$ cat config.mk
export PLATFORM = sky130hd
export DESIGN_NAME = pisr_regs
export DESIGN_NICKNAME = d
export VERILOG_FILES = /design/src/pisr_pkg.sv /design/src/pisr_store_if.sv /design/src/pisr_word_store.sv /design/src/pisr_regs.sv
export SDC_FILE = /design/constraint.sdc
export NUM_CORES = 1
export LEC_CHECK = 0
export ABC_CLOCK_PERIOD_IN_PS = 7600
export BUFFER_PORTS_ARGS = -buffer_cell sky130_fd_sc_hd__buf_4
export CELL_PAD_IN_SITES_DETAIL_PLACEMENT = 0
export CELL_PAD_IN_SITES_GLOBAL_PLACEMENT = 2
export CORE_MARGIN = 3
export CORE_UTILIZATION = 44
export CTS_CLUSTER_SIZE = 30
export DETAILED_ROUTE_END_ITERATION = 8
export HOLD_SLACK_MARGIN = 0.02
export PLACE_DENSITY = 0.9
export REMOVE_ABC_BUFFERS = 1
export SLEW_MARGIN = 20
export SYNTH_ARGS = -nofsm -noshare
export SYNTH_HDL_FRONTEND = slang
export SYNTH_SLANG_ARGS = --single-unit
$ cat constraint.sdc
create_clock -name clock -period 7.6 [get_ports clock]
set_input_delay 0 -clock clock [delete_from_list [all_inputs] [get_ports clock]]
set_output_delay 0 -clock clock [all_outputs]
set_load 0.01 [all_outputs]
$ cat src/pisr_pkg.sv
// Notes on behaviour
// - capability bit 7 always reads 1: packet error checking is supported
// - capability bits 6:5 fixed at 01b: highest bus clock is 400 kHz
// - capability bit 4 fixed at 1: alert output and alert response supported
// - capability is unpaged read byte at 0x19 returning 0xB0, low nibble zero
// - revision is unpaged read byte at 0x98 returning constant 0x11
// - part identifier at 0xE7 returns a fixed variant-specific word
// - paged read byte at 0xE8 returns the per-channel factory lot code
// - info status at 0xB6 refreshed after reset, restore-all and bulk read
// - info bit 5 is 0 from reset and after ECC corrections, 1 after a clean result; others reserved
// - scratch words 0xB3 paged and 0xB4 unpaged, default 0x0000, read/write
// - reserved words 0xB0, 0xB2 unpaged, 0xB1 paged, 0xBC paged and volatile
package pisr_pkg;
    localparam logic [7:0]  CMD_CAPABILITY = 8'h19;
    localparam logic [7:0]  CMD_REVISION   = 8'h98;
    localparam logic [7:0]  CMD_TOOL_A     = 8'hB0;
    localparam logic [7:0]  CMD_TOOL_B     = 8'hB1;
    localparam logic [7:0]  CMD_OEM        = 8'hB2;
    localparam logic [7:0]  CMD_SCRATCH_P  = 8'hB3;
    localparam logic [7:0]  CMD_SCRATCH_S  = 8'hB4;
    localparam logic [7:0]  CMD_INFO       = 8'hB6;
    localparam logic [7:0]  CMD_VENDOR     = 8'hBC;
    localparam logic [7:0]  CMD_PART_ID    = 8'hE7;
    localparam logic [7:0]  CMD_LOT        = 8'hE8;

    localparam int          CAP_PEC_POS    = 7;
    localparam int          CAP_SCL_LSB    = 5;
    localparam logic [1:0]  CAP_SCL_400K   = 2'h1;
    localparam int          CAP_ALERT_POS  = 4;
    localparam logic [7:0]  CAP_VALUE      = 8'hB0;
    localparam logic [7:0]  REV_VALUE      = 8'h11;
    localparam int          INFO_ECC_POS   = 5;
    localparam logic [15:0] INFO_ECC_MASK  = 16'h0020;
    localparam logic        INFO_ECC_RESET = 1'h0;
    localparam logic [15:0] WORD_RESET     = 16'h0000;
    localparam logic [7:0]  BYTE_PAD       = 8'h00;
    localparam int          WORD_W         = 16;

    typedef logic [3:0] pisr_idx_t;
    localparam pisr_idx_t   IDX_TOOL_A     = 4'h0;
    localparam pisr_idx_t   IDX_TOOL_B0    = 4'h1;
    localparam pisr_idx_t   IDX_OEM        = 4'h3;
    localparam pisr_idx_t   IDX_SCR_P0     = 4'h4;
    localparam pisr_idx_t   IDX_SCR_S      = 4'h6;
    localparam pisr_idx_t   IDX_VEND0      = 4'h7;
    localparam pisr_idx_t   IDX_LOT0       = 4'h9;
    localparam int          STORE_DEPTH    = 11;
    localparam int          IDX_W          = 4;

    typedef enum logic [2:0] {
        PISR_SRC_NONE  = 3'h0,
        PISR_SRC_CAP   = 3'h1,
        PISR_SRC_REV   = 3'h2,
        PISR_SRC_ID    = 3'h3,
        PISR_SRC_INFO  = 3'h4,
        PISR_SRC_STORE = 3'h5,
        PISR_SRC_LOT   = 3'h6
    } pisr_src_e;

    typedef enum logic [1:0] {
        PISR_ST_IDLE = 2'h0,
        PISR_ST_WAIT = 2'h1
    } pisr_state_e;

    typedef struct packed {
        logic      hit;
        logic      rw;
        logic      ee;
        pisr_src_e src;
        pisr_idx_t idx;
    } pisr_dec_s;
endpackage : pisr_pkg

$ cat src/pisr_store_if.sv
`timescale 1ns/1ns
interface pisr_store_if #(
    parameter int WIDTH = pisr_pkg::WORD_W,
    parameter int IDX_W = pisr_pkg::IDX_W
);
    logic             wr_en;
    logic [IDX_W-1:0] wr_idx;
    logic [WIDTH-1:0] wr_data;
    logic [IDX_W-1:0] rd_idx;
    logic [WIDTH-1:0] rd_data;

    modport ctrl  (output wr_en, wr_idx, wr_data, rd_idx, input rd_data);
    modport store (input wr_en, wr_idx, wr_data, rd_idx, output rd_data);
endinterface : pisr_store_if

$ cat src/pisr_word_store.sv
`timescale 1ns/1ns
module pisr_word_store #(
    parameter int WIDTH = pisr_pkg::WORD_W,
    parameter int DEPTH = pisr_pkg::STORE_DEPTH,
    parameter int IDX_W = pisr_pkg::IDX_W
) (
    // clock and reset
    input wire logic   clock,
    input wire logic   rst,
    input wire logic   ce,
    // access port
    pisr_store_if.store bus
);
    logic [WIDTH-1:0] word_q [DEPTH];

    if (WIDTH != pisr_pkg::WORD_W || DEPTH < 1 || DEPTH > (1 << IDX_W))
    begin : g_bad_size
        $error("word store size not supported");
    end

    for (genvar i = 0; i < DEPTH; i++)
    begin : g_word
        // every entry comes up at the scratch default
        always_ff @(posedge clock or posedge rst)
        begin
            if (rst)
                word_q[i] <= pisr_pkg::WORD_RESET;
            else if (ce && bus.wr_en && bus.wr_idx == IDX_W'(i))
                word_q[i] <= bus.wr_data;
        end
    end

    // out-of-range index reads zero rather than x
    assign bus.rd_data = (int'(bus.rd_idx) < DEPTH) ? word_q[bus.rd_idx] : '0;

    property p_store_hold;
        @(posedge clock) disable iff (rst)
        !(ce && bus.wr_en && bus.wr_idx == bus.rd_idx) |=>
            $stable(bus.rd_data) || $changed(bus.rd_idx);
    endproperty
    a_store_hold: assert property (p_store_hold)
        else $error("store word changed without a write");
endmodule : pisr_word_store

$ cat src/pisr_regs.sv
`timescale 1ns/1ns
module pisr_regs #(
    // arbitrary neutral value, replaced per variant
    parameter logic [15:0] VARIANT_ID = 16'h0A50,
    parameter int          DEPTH      = pisr_pkg::STORE_DEPTH
) (
    // clock, reset, enable
    input  wire logic        clock,
    input  wire logic        rst,
    input  wire logic        ce,
    // command from transaction engine
    input  wire logic        cmd_valid,
    input  wire logic        cmd_write,
    input  wire logic [7:0]  cmd_code,
    input  wire logic [15:0] cmd_wdata,
    input  wire logic        page_sel,
    // response to transaction engine
    output logic             rsp_valid,
    output logic [15:0]      rsp_data,
    output logic             rsp_supported,
    output logic             rsp_refused,
    // eeprom controller events
    input  wire logic        ee_restore,
    input  wire logic        ee_bulk_read,
    input  wire logic        ee_ecc_valid,
    input  wire logic        ee_ecc_corrected,
    input  wire logic        ee_load_valid,
    input  wire logic [7:0]  ee_load_code,
    input  wire logic        ee_load_page,
    input  wire logic [15:0] ee_load_data,
    // status
    output logic             refresh_pending
);
    pisr_pkg::pisr_dec_s   dec;
    pisr_pkg::pisr_dec_s   ldec;
    pisr_pkg::pisr_state_e state_q;
    pisr_pkg::pisr_state_e state_d;
    logic                  info_ecc_q;
    logic                  refresh_pending_q;
    logic                  rsp_valid_q;
    logic [15:0]           rsp_data_q;
    logic                  rsp_supported_q;
    logic                  rsp_refused_q;
    logic [15:0]           rd_word;
    logic [7:0]            cap_byte;
    logic [15:0]           info_word;
    logic                  load_hit;
    logic                  host_wr;
    logic                  refresh_evt;

    pisr_store_if st_if ();

    if (DEPTH <= int'(pisr_pkg::IDX_LOT0) + 1)
    begin : g_bad_depth
        $error("store depth too small for the command map");
    end

    function automatic pisr_pkg::pisr_dec_s decode_cmd(input logic [7:0] code,
                                                       input logic       page);
        pisr_pkg::pisr_dec_s d;
        d.hit = 1'b1;
        d.rw  = 1'b0;
        d.ee  = 1'b0;
        d.src = pisr_pkg::PISR_SRC_STORE;
        d.idx = pisr_pkg::IDX_TOOL_A;
        case (code)
            pisr_pkg::CMD_CAPABILITY: d.src = pisr_pkg::PISR_SRC_CAP;
            pisr_pkg::CMD_REVISION:   d.src = pisr_pkg::PISR_SRC_REV;
            pisr_pkg::CMD_PART_ID:    d.src = pisr_pkg::PISR_SRC_ID;
            pisr_pkg::CMD_INFO:       d.src = pisr_pkg::PISR_SRC_INFO;
            pisr_pkg::CMD_LOT:
            begin
                // read-only to the host, loadable from eeprom
                d.src = pisr_pkg::PISR_SRC_LOT;
                d.ee  = 1'b1;
                d.idx = pisr_pkg::pisr_idx_t'(pisr_pkg::IDX_LOT0 + page);
            end
            pisr_pkg::CMD_TOOL_A:
            begin
                d.rw = 1'b1;
                d.ee = 1'b1;
            end
            pisr_pkg::CMD_TOOL_B:
            begin
                d.rw  = 1'b1;
                d.ee  = 1'b1;
                d.idx = pisr_pkg::pisr_idx_t'(pisr_pkg::IDX_TOOL_B0 + page);
            end
            pisr_pkg::CMD_OEM:
            begin
                d.rw  = 1'b1;
                d.ee  = 1'b1;
                d.idx = pisr_pkg::IDX_OEM;
            end
            pisr_pkg::CMD_SCRATCH_P:
            begin
                d.rw  = 1'b1;
                d.ee  = 1'b1;
                d.idx = pisr_pkg::pisr_idx_t'(pisr_pkg::IDX_SCR_P0 + page);
            end
            pisr_pkg::CMD_SCRATCH_S:
            begin
                d.rw  = 1'b1;
                d.ee  = 1'b1;
                d.idx = pisr_pkg::IDX_SCR_S;
            end
            pisr_pkg::CMD_VENDOR:
            begin
                // volatile: eeprom loads never reach it
                d.rw  = 1'b1;
                d.idx = pisr_pkg::pisr_idx_t'(pisr_pkg::IDX_VEND0 + page);
            end
            default:
            begin
                d.hit = 1'b0;
                d.src = pisr_pkg::PISR_SRC_NONE;
            end
        endcase
        return d;
    endfunction : decode_cmd

    assign dec         = decode_cmd(cmd_code, page_sel);
    assign ldec        = decode_cmd(ee_load_code, ee_load_page);
    assign refresh_evt = ee_restore || ee_bulk_read;

    // eeprom loads take the single write port; a host write in that cycle is refused
    assign load_hit = ee_load_valid && ldec.ee;
    assign host_wr  = cmd_valid && cmd_write && dec.rw && !load_hit;

    assign st_if.wr_en   = load_hit || host_wr;
    assign st_if.wr_idx  = load_hit ? ldec.idx : dec.idx;
    assign st_if.wr_data = load_hit ? ee_load_data : cmd_wdata;
    assign st_if.rd_idx  = dec.idx;

    pisr_word_store #(
        .WIDTH (pisr_pkg::WORD_W),
        .DEPTH (DEPTH),
        .IDX_W (pisr_pkg::IDX_W)
    ) u_store (
        .clock (clock),
        .rst   (rst),
        .ce    (ce),
        .bus   (st_if.store)
    );

    always_comb
    begin
        cap_byte                                     = '0;
        cap_byte[pisr_pkg::CAP_PEC_POS]              = 1'b1;
        cap_byte[pisr_pkg::CAP_SCL_LSB+1:pisr_pkg::CAP_SCL_LSB] = pisr_pkg::CAP_SCL_400K;
        cap_byte[pisr_pkg::CAP_ALERT_POS]            = 1'b1;
        info_word                                    = '0;
        info_word[pisr_pkg::INFO_ECC_POS]            = info_ecc_q;
    end

    always_comb
    begin
        unique case (dec.src)
            pisr_pkg::PISR_SRC_CAP:   rd_word = {pisr_pkg::BYTE_PAD, cap_byte};
            pisr_pkg::PISR_SRC_REV:   rd_word = {pisr_pkg::BYTE_PAD, pisr_pkg::REV_VALUE};
            pisr_pkg::PISR_SRC_ID:    rd_word = VARIANT_ID;
            pisr_pkg::PISR_SRC_INFO:  rd_word = info_word;
            pisr_pkg::PISR_SRC_LOT:   rd_word = {pisr_pkg::BYTE_PAD, st_if.rd_data[7:0]};
            pisr_pkg::PISR_SRC_STORE: rd_word = st_if.rd_data;
            default:                  rd_word = pisr_pkg::WORD_RESET;
        endcase
    end

    // one-cycle answer; writes answer zero data
    always_ff @(posedge clock or posedge rst)
    begin
        if (rst)
        begin
            rsp_valid_q     <= 1'b0;
            rsp_data_q      <= pisr_pkg::WORD_RESET;
            rsp_supported_q <= 1'b0;
            rsp_refused_q   <= 1'b0;
        end
        else if (ce)
        begin
            rsp_valid_q <= cmd_valid;
            if (cmd_valid)
            begin
                rsp_supported_q <= dec.hit;
                rsp_refused_q   <= cmd_write && !host_wr;
                rsp_data_q      <= cmd_write ? pisr_pkg::WORD_RESET : rd_word;
            end
        end
    end

    // refresh pending from reset until the eeprom reports its ecc result
    always_comb
    begin
        state_d = state_q;
        unique case (state_q)
            pisr_pkg::PISR_ST_IDLE: if (refresh_evt) state_d = pisr_pkg::PISR_ST_WAIT;
            pisr_pkg::PISR_ST_WAIT: if (ee_ecc_valid && !refresh_evt)
                                        state_d = pisr_pkg::PISR_ST_IDLE;
            default:                state_d = pisr_pkg::PISR_ST_WAIT;
        endcase
    end

    always_ff @(posedge clock or posedge rst)
    begin
        if (rst)
        begin
            state_q           <= pisr_pkg::PISR_ST_WAIT;
            refresh_pending_q <= 1'b1;
        end
        else if (ce)
        begin
            state_q           <= state_d;
            refresh_pending_q <= (state_d == pisr_pkg::PISR_ST_WAIT);
        end
    end

    // a new event in the same cycle as the result restarts the wait
    always_ff @(posedge clock or posedge rst)
    begin
        if (rst)
            info_ecc_q <= pisr_pkg::INFO_ECC_RESET;
        else if (ce && state_q == pisr_pkg::PISR_ST_WAIT && ee_ecc_valid && !refresh_evt)
            info_ecc_q <= !ee_ecc_corrected;
    end

    assign rsp_valid       = rsp_valid_q;
    assign rsp_data        = rsp_data_q;
    assign rsp_supported   = rsp_supported_q;
    assign rsp_refused     = rsp_refused_q;
    assign refresh_pending = refresh_pending_q;

    property p_cap_pec;
        @(posedge clock) disable iff (rst)
        ce && cmd_valid && !cmd_write && cmd_code == pisr_pkg::CMD_CAPABILITY
            |=> rsp_valid_q && rsp_data_q[pisr_pkg::CAP_PEC_POS];
    endproperty
    a_cap_pec: assert property (p_cap_pec)
        else $error("capability pec bit not set");

    property p_cap_scl;
        @(posedge clock) disable iff (rst)
        ce && cmd_valid && !cmd_write && cmd_code == pisr_pkg::CMD_CAPABILITY
            |=> rsp_data_q[pisr_pkg::CAP_SCL_LSB+1:pisr_pkg::CAP_SCL_LSB]
                == pisr_pkg::CAP_SCL_400K;
    endproperty
    a_cap_scl: assert property (p_cap_scl)
        else $error("capability bus speed field wrong");

    property p_cap_alert;
        @(posedge clock) disable iff (rst)
        ce && cmd_valid && !cmd_write && cmd_code == pisr_pkg::CMD_CAPABILITY
            |=> rsp_data_q[pisr_pkg::CAP_ALERT_POS] && rsp_supported_q;
    endproperty
    a_cap_alert: assert property (p_cap_alert)
        else $error("capability alert bit not set");

    property p_cap_value;
        @(posedge clock) disable iff (rst)
        ce && cmd_valid && !cmd_write && cmd_code == pisr_pkg::CMD_CAPABILITY
            |=> rsp_data_q == {pisr_pkg::BYTE_PAD, pisr_pkg::CAP_VALUE};
    endproperty
    a_cap_value: assert property (p_cap_value)
        else $error("capability byte not 0xB0");

    property p_revision;
        @(posedge clock) disable iff (rst)
        ce && cmd_valid && !cmd_write && cmd_code == pisr_pkg::CMD_REVISION
            |=> rsp_supported_q && rsp_data_q == {pisr_pkg::BYTE_PAD, pisr_pkg::REV_VALUE};
    endproperty
    a_revision: assert property (p_revision)
        else $error("revision byte wrong");

    property p_part_id;
        @(posedge clock) disable iff (rst)
        ce && cmd_valid && cmd_code == pisr_pkg::CMD_PART_ID
            |=> rsp_refused_q == $past(cmd_write)
                && ($past(cmd_write) || rsp_data_q == VARIANT_ID);
    endproperty
    a_part_id: assert property (p_part_id)
        else $error("part identifier wrong or writable");

    property p_lot_load;
        @(posedge clock) disable iff (rst)
        (ce && ee_load_valid && ee_load_code == pisr_pkg::CMD_LOT) ##1
        (ce && cmd_valid && !cmd_write && cmd_code == pisr_pkg::CMD_LOT
            && page_sel == $past(ee_load_page) && !ee_load_valid)
            |=> rsp_data_q == {pisr_pkg::BYTE_PAD, $past(ee_load_data[7:0], 2)};
    endproperty
    a_lot_load: assert property (p_lot_load)
        else $error("lot code not returned for its page");

    property p_refresh_idle;
        @(posedge clock) disable iff (rst)
        ce && state_q == pisr_pkg::PISR_ST_IDLE && !refresh_evt
            |=> state_q == pisr_pkg::PISR_ST_IDLE && $stable(info_ecc_q);
    endproperty
    a_refresh_idle: assert property (p_refresh_idle)
        else $error("ecc result taken without a pending refresh");

    property p_refresh_start;
        @(posedge clock) disable iff (rst)
        ce && refresh_evt |=> refresh_pending_q && state_q == pisr_pkg::PISR_ST_WAIT;
    endproperty
    a_refresh_start: assert property (p_refresh_start)
        else $error("refresh event did not start a refresh");

    property p_info_read;
        @(posedge clock) disable iff (rst)
        ce && cmd_valid && !cmd_write && cmd_code == pisr_pkg::CMD_INFO
            |=> (rsp_data_q & ~pisr_pkg::INFO_ECC_MASK) == pisr_pkg::WORD_RESET
                && rsp_data_q[pisr_pkg::INFO_ECC_POS] == $past(info_ecc_q);
    endproperty
    a_info_read: assert property (p_info_read)
        else $error("info status word wrong");

    property p_ecc_capture;
        @(posedge clock) disable iff (rst)
        ce && state_q == pisr_pkg::PISR_ST_WAIT && ee_ecc_valid && !refresh_evt
            |=> info_ecc_q == !$past(ee_ecc_corrected) && !refresh_pending_q;
    endproperty
    a_ecc_capture: assert property (p_ecc_capture)
        else $error("ecc status not captured");

    property p_scratch_rw;
        @(posedge clock) disable iff (rst)
        (ce && cmd_valid && cmd_write && cmd_code == pisr_pkg::CMD_SCRATCH_P && !ee_load_valid)
        ##1 (ce && cmd_valid && !cmd_write && cmd_code == pisr_pkg::CMD_SCRATCH_P
            && page_sel == $past(page_sel))
            |=> rsp_data_q == $past(cmd_wdata, 2);
    endproperty
    a_scratch_rw: assert property (p_scratch_rw)
        else $error("paged scratch word did not keep written value");

    property p_vendor_rw;
        @(posedge clock) disable iff (rst)
        (ce && cmd_valid && cmd_write && cmd_code == pisr_pkg::CMD_VENDOR && !ee_load_valid)
        ##1 (ce && cmd_valid && !cmd_write && cmd_code == pisr_pkg::CMD_VENDOR
            && page_sel == $past(page_sel))
            |=> rsp_data_q == $past(cmd_wdata, 2) && !rsp_refused_q;
    endproperty
    a_vendor_rw: assert property (p_vendor_rw)
        else $error("volatile reserved word did not keep written value");

    property p_ro_write;
        @(posedge clock) disable iff (rst)
        ce && cmd_valid && cmd_write && !dec.rw |-> !st_if.wr_en || load_hit ##1 rsp_refused_q;
    endproperty
    a_ro_write: assert property (p_ro_write)
        else $error("write to read-only code was not refused");
endmodule : pisr_regs

# Word level (Yosys, flattened, before mapping)
# Cells that the tools add are included.
op_classes:
  add_sub_neg: 8
  order_cmp: 2
  eq_ne: 36
  mux: 17
  n_bitwise: 1
  n_reduce_logical: 33
ops:
  columns: ["operator", "n"]
  rows:
  - ["$eq 8x8->1 const B", 17]
  - ["$pmux 16 s6", 1]
  - ["$mux 16", 5]
  - ["$bmux 16 s4", 1]
  - ["$pmux 4 s6", 2]
  - ["$logic_and 1x1->1", 21]
  - ["$pmux 3 s6", 1]
  - ["$add 3x1->4 const A", 4]
  - ["$eq 4x3->1 const B", 4]
  - ["$eq 4x4->1 const B", 3]
  - ["$reduce_or 6->1", 2]
  - ["$reduce_or 11->1", 1]
  - ["$eq 3x3->1 const B", 3]
  - ["$add 4x1->4 const A", 2]
  - ["$eq 4x2->1 const B", 2]
  - ["$eq 8x5->1 const B", 1]
  - ["$eq 3x2->1 const B", 2]
  - ["$ge 5x5->1 const B", 1]
  - ["$not 4->5", 1]
  - ["$add 1x1->2 const A", 2]
  - ["$eq 2x1->1 const B", 2]
  - ["$eq 4x1->1 const B", 1]
  - ["$logic_not 1->1", 4]
  - ["$logic_not 4->1", 1]
  - ["other kinds (9)", 13]
totals:
  ff_bits: 199
  input_bits: 60
  word_cells: 115

# Depth between registers and ports, before layout
logic_depth:
  word_depth: 9
  depth_mapped: 10
  mapped_depth_nobuf: 7

# Modules after synthesis
# Synthesis repeated with hierarchy kept, for this count alone.
unflattened:
  cells_unflattened: 749
  area_unflattened_um2: 9945.8
by_module_without_submodules:
  columns: ["module", "instances", "cells_per_inst", "area_per_inst_um2"]
  rows:
  - ["pisr_word_store", 1, 556, 8190.4]
  - ["pisr_regs", 1, 193, 1755.4]

# Least setup slack after synthesis
# No wires, ideal clock.
synth_path:
  kind: "input-to-reg"
  from: "input ee_load_code[2]"
  to: "register u_store.word_q[3] (netlist name)"
  setup_time_ns: 0.125
  arrival_time_ns: 2.327
  t_required_ns: 7.475
  path_slack_ns: 5.148
  stages: 10
  path_buffers: 3
  path_cell_list: "clkbuf_1 > or3b_1 > nor3_2 > o21a_2 > a21oi_2 > or2_1 > buf_4 > nor3_4 > buf_4 > mux2_2"
synth_via:
  elab_chain_len: 9
  word_cells_on_any_way: 19
synth_rtl:
  columns: ["item", "line", "rtl"]
  rows:
  - ["start, declared", "pisr_regs.sv:28", "input wire logic [7:0] ee_load_code,"]
  - ["parallel branches: the longest is 9 deep, another holds $eq 8x8->1", null, null]
  - ["end signal, assigned by index", "pisr_word_store.sv:27", "word_q[i] <= pisr_pkg::WORD_RESET;"]
  - ["end signal, assigned by index", "pisr_word_store.sv:29", "word_q[i] <= bus.wr_data;"]
  - ["end, declared", "pisr_word_store.sv:14", "logic [WIDTH-1:0] word_q [DEPTH];"]
# Parallel ways; which one is timed is not known.
# A chain may end at the register's enable or synchronous reset.

# Worst setup path after layout
layout_path:
  from: "input ee_load_code[2]"
  to: "register u_store.word_q[4] (netlist name)"
# The elaborated chain is that of the path after synthesis.

==> results by group <==
STA
  • RSZ-0062 raised after global routing: false
  • Min cycle time layout: 3060 ps
  • Final setup viols: 0
  • Slew @ Worst Pin: 1080 ps
  • Period Utilization, post-route: around two fifths
  • Hold Fails Final Rpt: 0
  • Slew HR: 27.6%
  • Final Slew Violations: 0
  • Setup TNS: 0 ps
  • Max Clock Freq: 327 MHz
  • Final worst setup slack: 4540 ps
  • Clk_skew: around 20 ps

Placed design
  • Buffers added on ports: 79
  • Pre-CTS WS: approximately 4000 ps
  • GPL Wtd Cong: roughly 0.80
  • Post-DP HPWL: 16300 um
  • Number of instances in the placed design: around 1100

Logic synthesis
  • Syn_area_per_cell: 11.5 sq um
  • Commonest cells post-synth: dfrtp_1, mux2_2, nand2_1
  • Synth warn: 0
  • Synth cell types: 69
  • Sequential area share after synthesis: 49.0%
  • Share of the synthesized area in the top cell type: 48.4%
  • Cell Area, Synth: 9760 sq um
  • Post-synth top area cell: dfrtp_1
  • Synth area leaders: dfrtp_1, mux2_2, mux2i_1
  • Mapped Cells: 847
  • Post-synthesis register bit count: roughly 190
  • Fraction of registers with async set/reset: 100%
  • Number of flops mapped to enable cells by yosys: 0
  • Most frequent cell after synthesis: dfrtp_1
  • Main synth FF type: dfrtp_1

Hold path
  • Class of the worst hold path: in2reg

Global routing
  • Number of global-route vias before repair: 7000
  • First-pass GRT wire length: ~41000 um
  • Antenna violations before repair: 0
  • Total grt overflow: 0
  • Total track usage: 22.0%
  • Largest net degree at the start of global routing: 123

Critical path
  • Startpoint Class: input pin
  • Worst-path fanout max: 23
  • Data arrival time of the critical path: 3370 ps
  • Worst Path Required: between 7000 and 8000 ps
  • Setup crit end kind: flop
  • Classification of the worst setup path: in2reg

Clock network
  • CTS root buf: clkbuf_16
  • Longest Clk Path Bufs: 2
  • Clock sinks: 191
  • Clock latency on the worst-skew pair: 450 ps
  • CTS tree: built
  • Total CTS buffers: 17
  • Clk slew on worst S/H paths: 70 ps
  • Setup bufs post-CTS: 0
  • Htree depth: 4

Flow run
  • MaxCap Viol Count: 0

Floorplan
  • CORE AREA: 21400 sq um
  • Die Area: 24000 sq um
  • Die Width: around 150 um
  • Initial Util: 45.6%
  • # IOs: 80
  • FP Rows: 53
  • Die Y: 155 um

Routing
  • Total detailed-routing wirelength: about 26000 um
  • Routed WL per cell: 21.9 um
  • DRC viols: 0
  • Via count: about 7000
  • Vias/cell: 5.98
  • Initial drt markers: 467
  • Pre-antenna DRT Iters: 5
  • Routed Antenna Nets: 0

Layout
  • Area growth from synthesis to layout: 14.9%
  • Layout filler cell count: 1895
  • Final nets: 962
  • Post-layout util: between 50% and 60%
  • Footprint of the multi-input gates: 4700 sq um
  • FF/Latch Area: approximately 4800 sq um
  • Antenna Cells: 0
  • Final Non-Filler Cells: 1190
  • Share of layout cells above drive strength 1: 35.4%

Pwr
  • Power per cell area: 188 nW/um^2
  • Worst VDD drop: 133 uV
  • Pleak: 0.00531 uW

Status
  • Outcome: completed
==> cells in the final DEF, fill, tap and decap left out, drive strengths merged, types with 15 or more instances in the layout <==
master / netlist / layout
dfrtp: 189 / 189
mux2: 176 / 176
buf: 18 / 90
nand2: 88 / 88
mux2i: 39 / 39
a211oi: 32 / 32
a21boi: 26 / 26
o21ai: 24 / 24
nand3: 19 / 19
a21oi: 18 / 18
nor2: 18 / 18
clkbuf: 46 / 17
nor3: 15 / 15
==> logic make-up after synthesis <==
group	share of synthesized area, %
AOI/OAI and AO/OA	13.1
buffers and inverters	3.08
DFF	49.0
muxes	24.3
and+or+nand+nor	10.5
==> routing by layer <==
metal	wire, um	share of wire, %	GRT usage, %	up-vias
met2	12400	48	35.6	177
met5	0	0	0	-
met4	398	1.5	5.93	0
li1	-	-	-	3254
met1	12100	47	31.0	3659
met3	1140	4.3	3.42	28
==> flip-flops by register name (all words and copies together) (netlist names) <==
register         count
refresh_pending      1
u_store.word_q     168
rsp_valid            1
rsp_refused          1
state_q              2
info_ecc_q           1
rsp_supported        1
rsp_data            16
==> area by class of cell <==
type | instances | area share (%)
clock buffers | 17 | 3.79
inverters | 8 | 0.335
repair buffers | 100 | 6.91
clock inverters | 15 | 1.40
flip-flops and latches | 191 | 42.6
multi-input cells | 584 | 41.9
well taps | 275 | 3.07
==> metrics by stage <==
step | total power [uW] | hold slack (ps) | area [sq um]
6_report | 2110 | 127 | 11200
5_1_grt | 2180 | 163 | 11200
4_1_cts | 2120 | 100 | 11200
3_5_place_dp | 1230 | 159 | 10500
3_3_place_gp | 1230 | 158 | 10500
2_1_floorplan | 1160 | 51.2 | 9490
==> final timing paths <==
| check | cells past startpoint | to | startpoint | slack, ps |
|---|---|---|---|---|
| worst max-delay path | 8 | u_store.word_q[4] | ee_load_code[2] | 4540 |
| worst min register to register | 2 | rsp_refused | rsp_refused | 490 |
| worst max register to register | 5 | info_ecc_q | state_q[1] | 5700 |
| max in group asynchronous | 4 | rsp_data[0] | rst | 5930 |
| min in group asynchronous | 3 | u_store.word_q[142] | rst | 260 |
| worst min-delay path | 5 | rsp_supported | cmd_code[2] | 130 |
==> critical path: stages <==
cell     delay (ps)
buf_4           140
or3b_1          430
nor3_2          260
o21a_2          630
a21oi_2          90
or2_1           440
nor3_4          950
mux2_2          420
==> report_power, final <==
| group | total [uW] | switching (uW) | internal, uW |
|---|---|---|---|
| combinational | 167 | 99.8 | 67.7 |
| clock | 894 | 431 | 463 |
| sequential | 1050 | 10.6 | 1040 |
==> what timing repair did <==
action                    in CTS  in global routing
hold buffers                  10                  0
hold endpoints to repair     127                  0
resized for setup              0                  0
(Power assumes the default switching activity.)
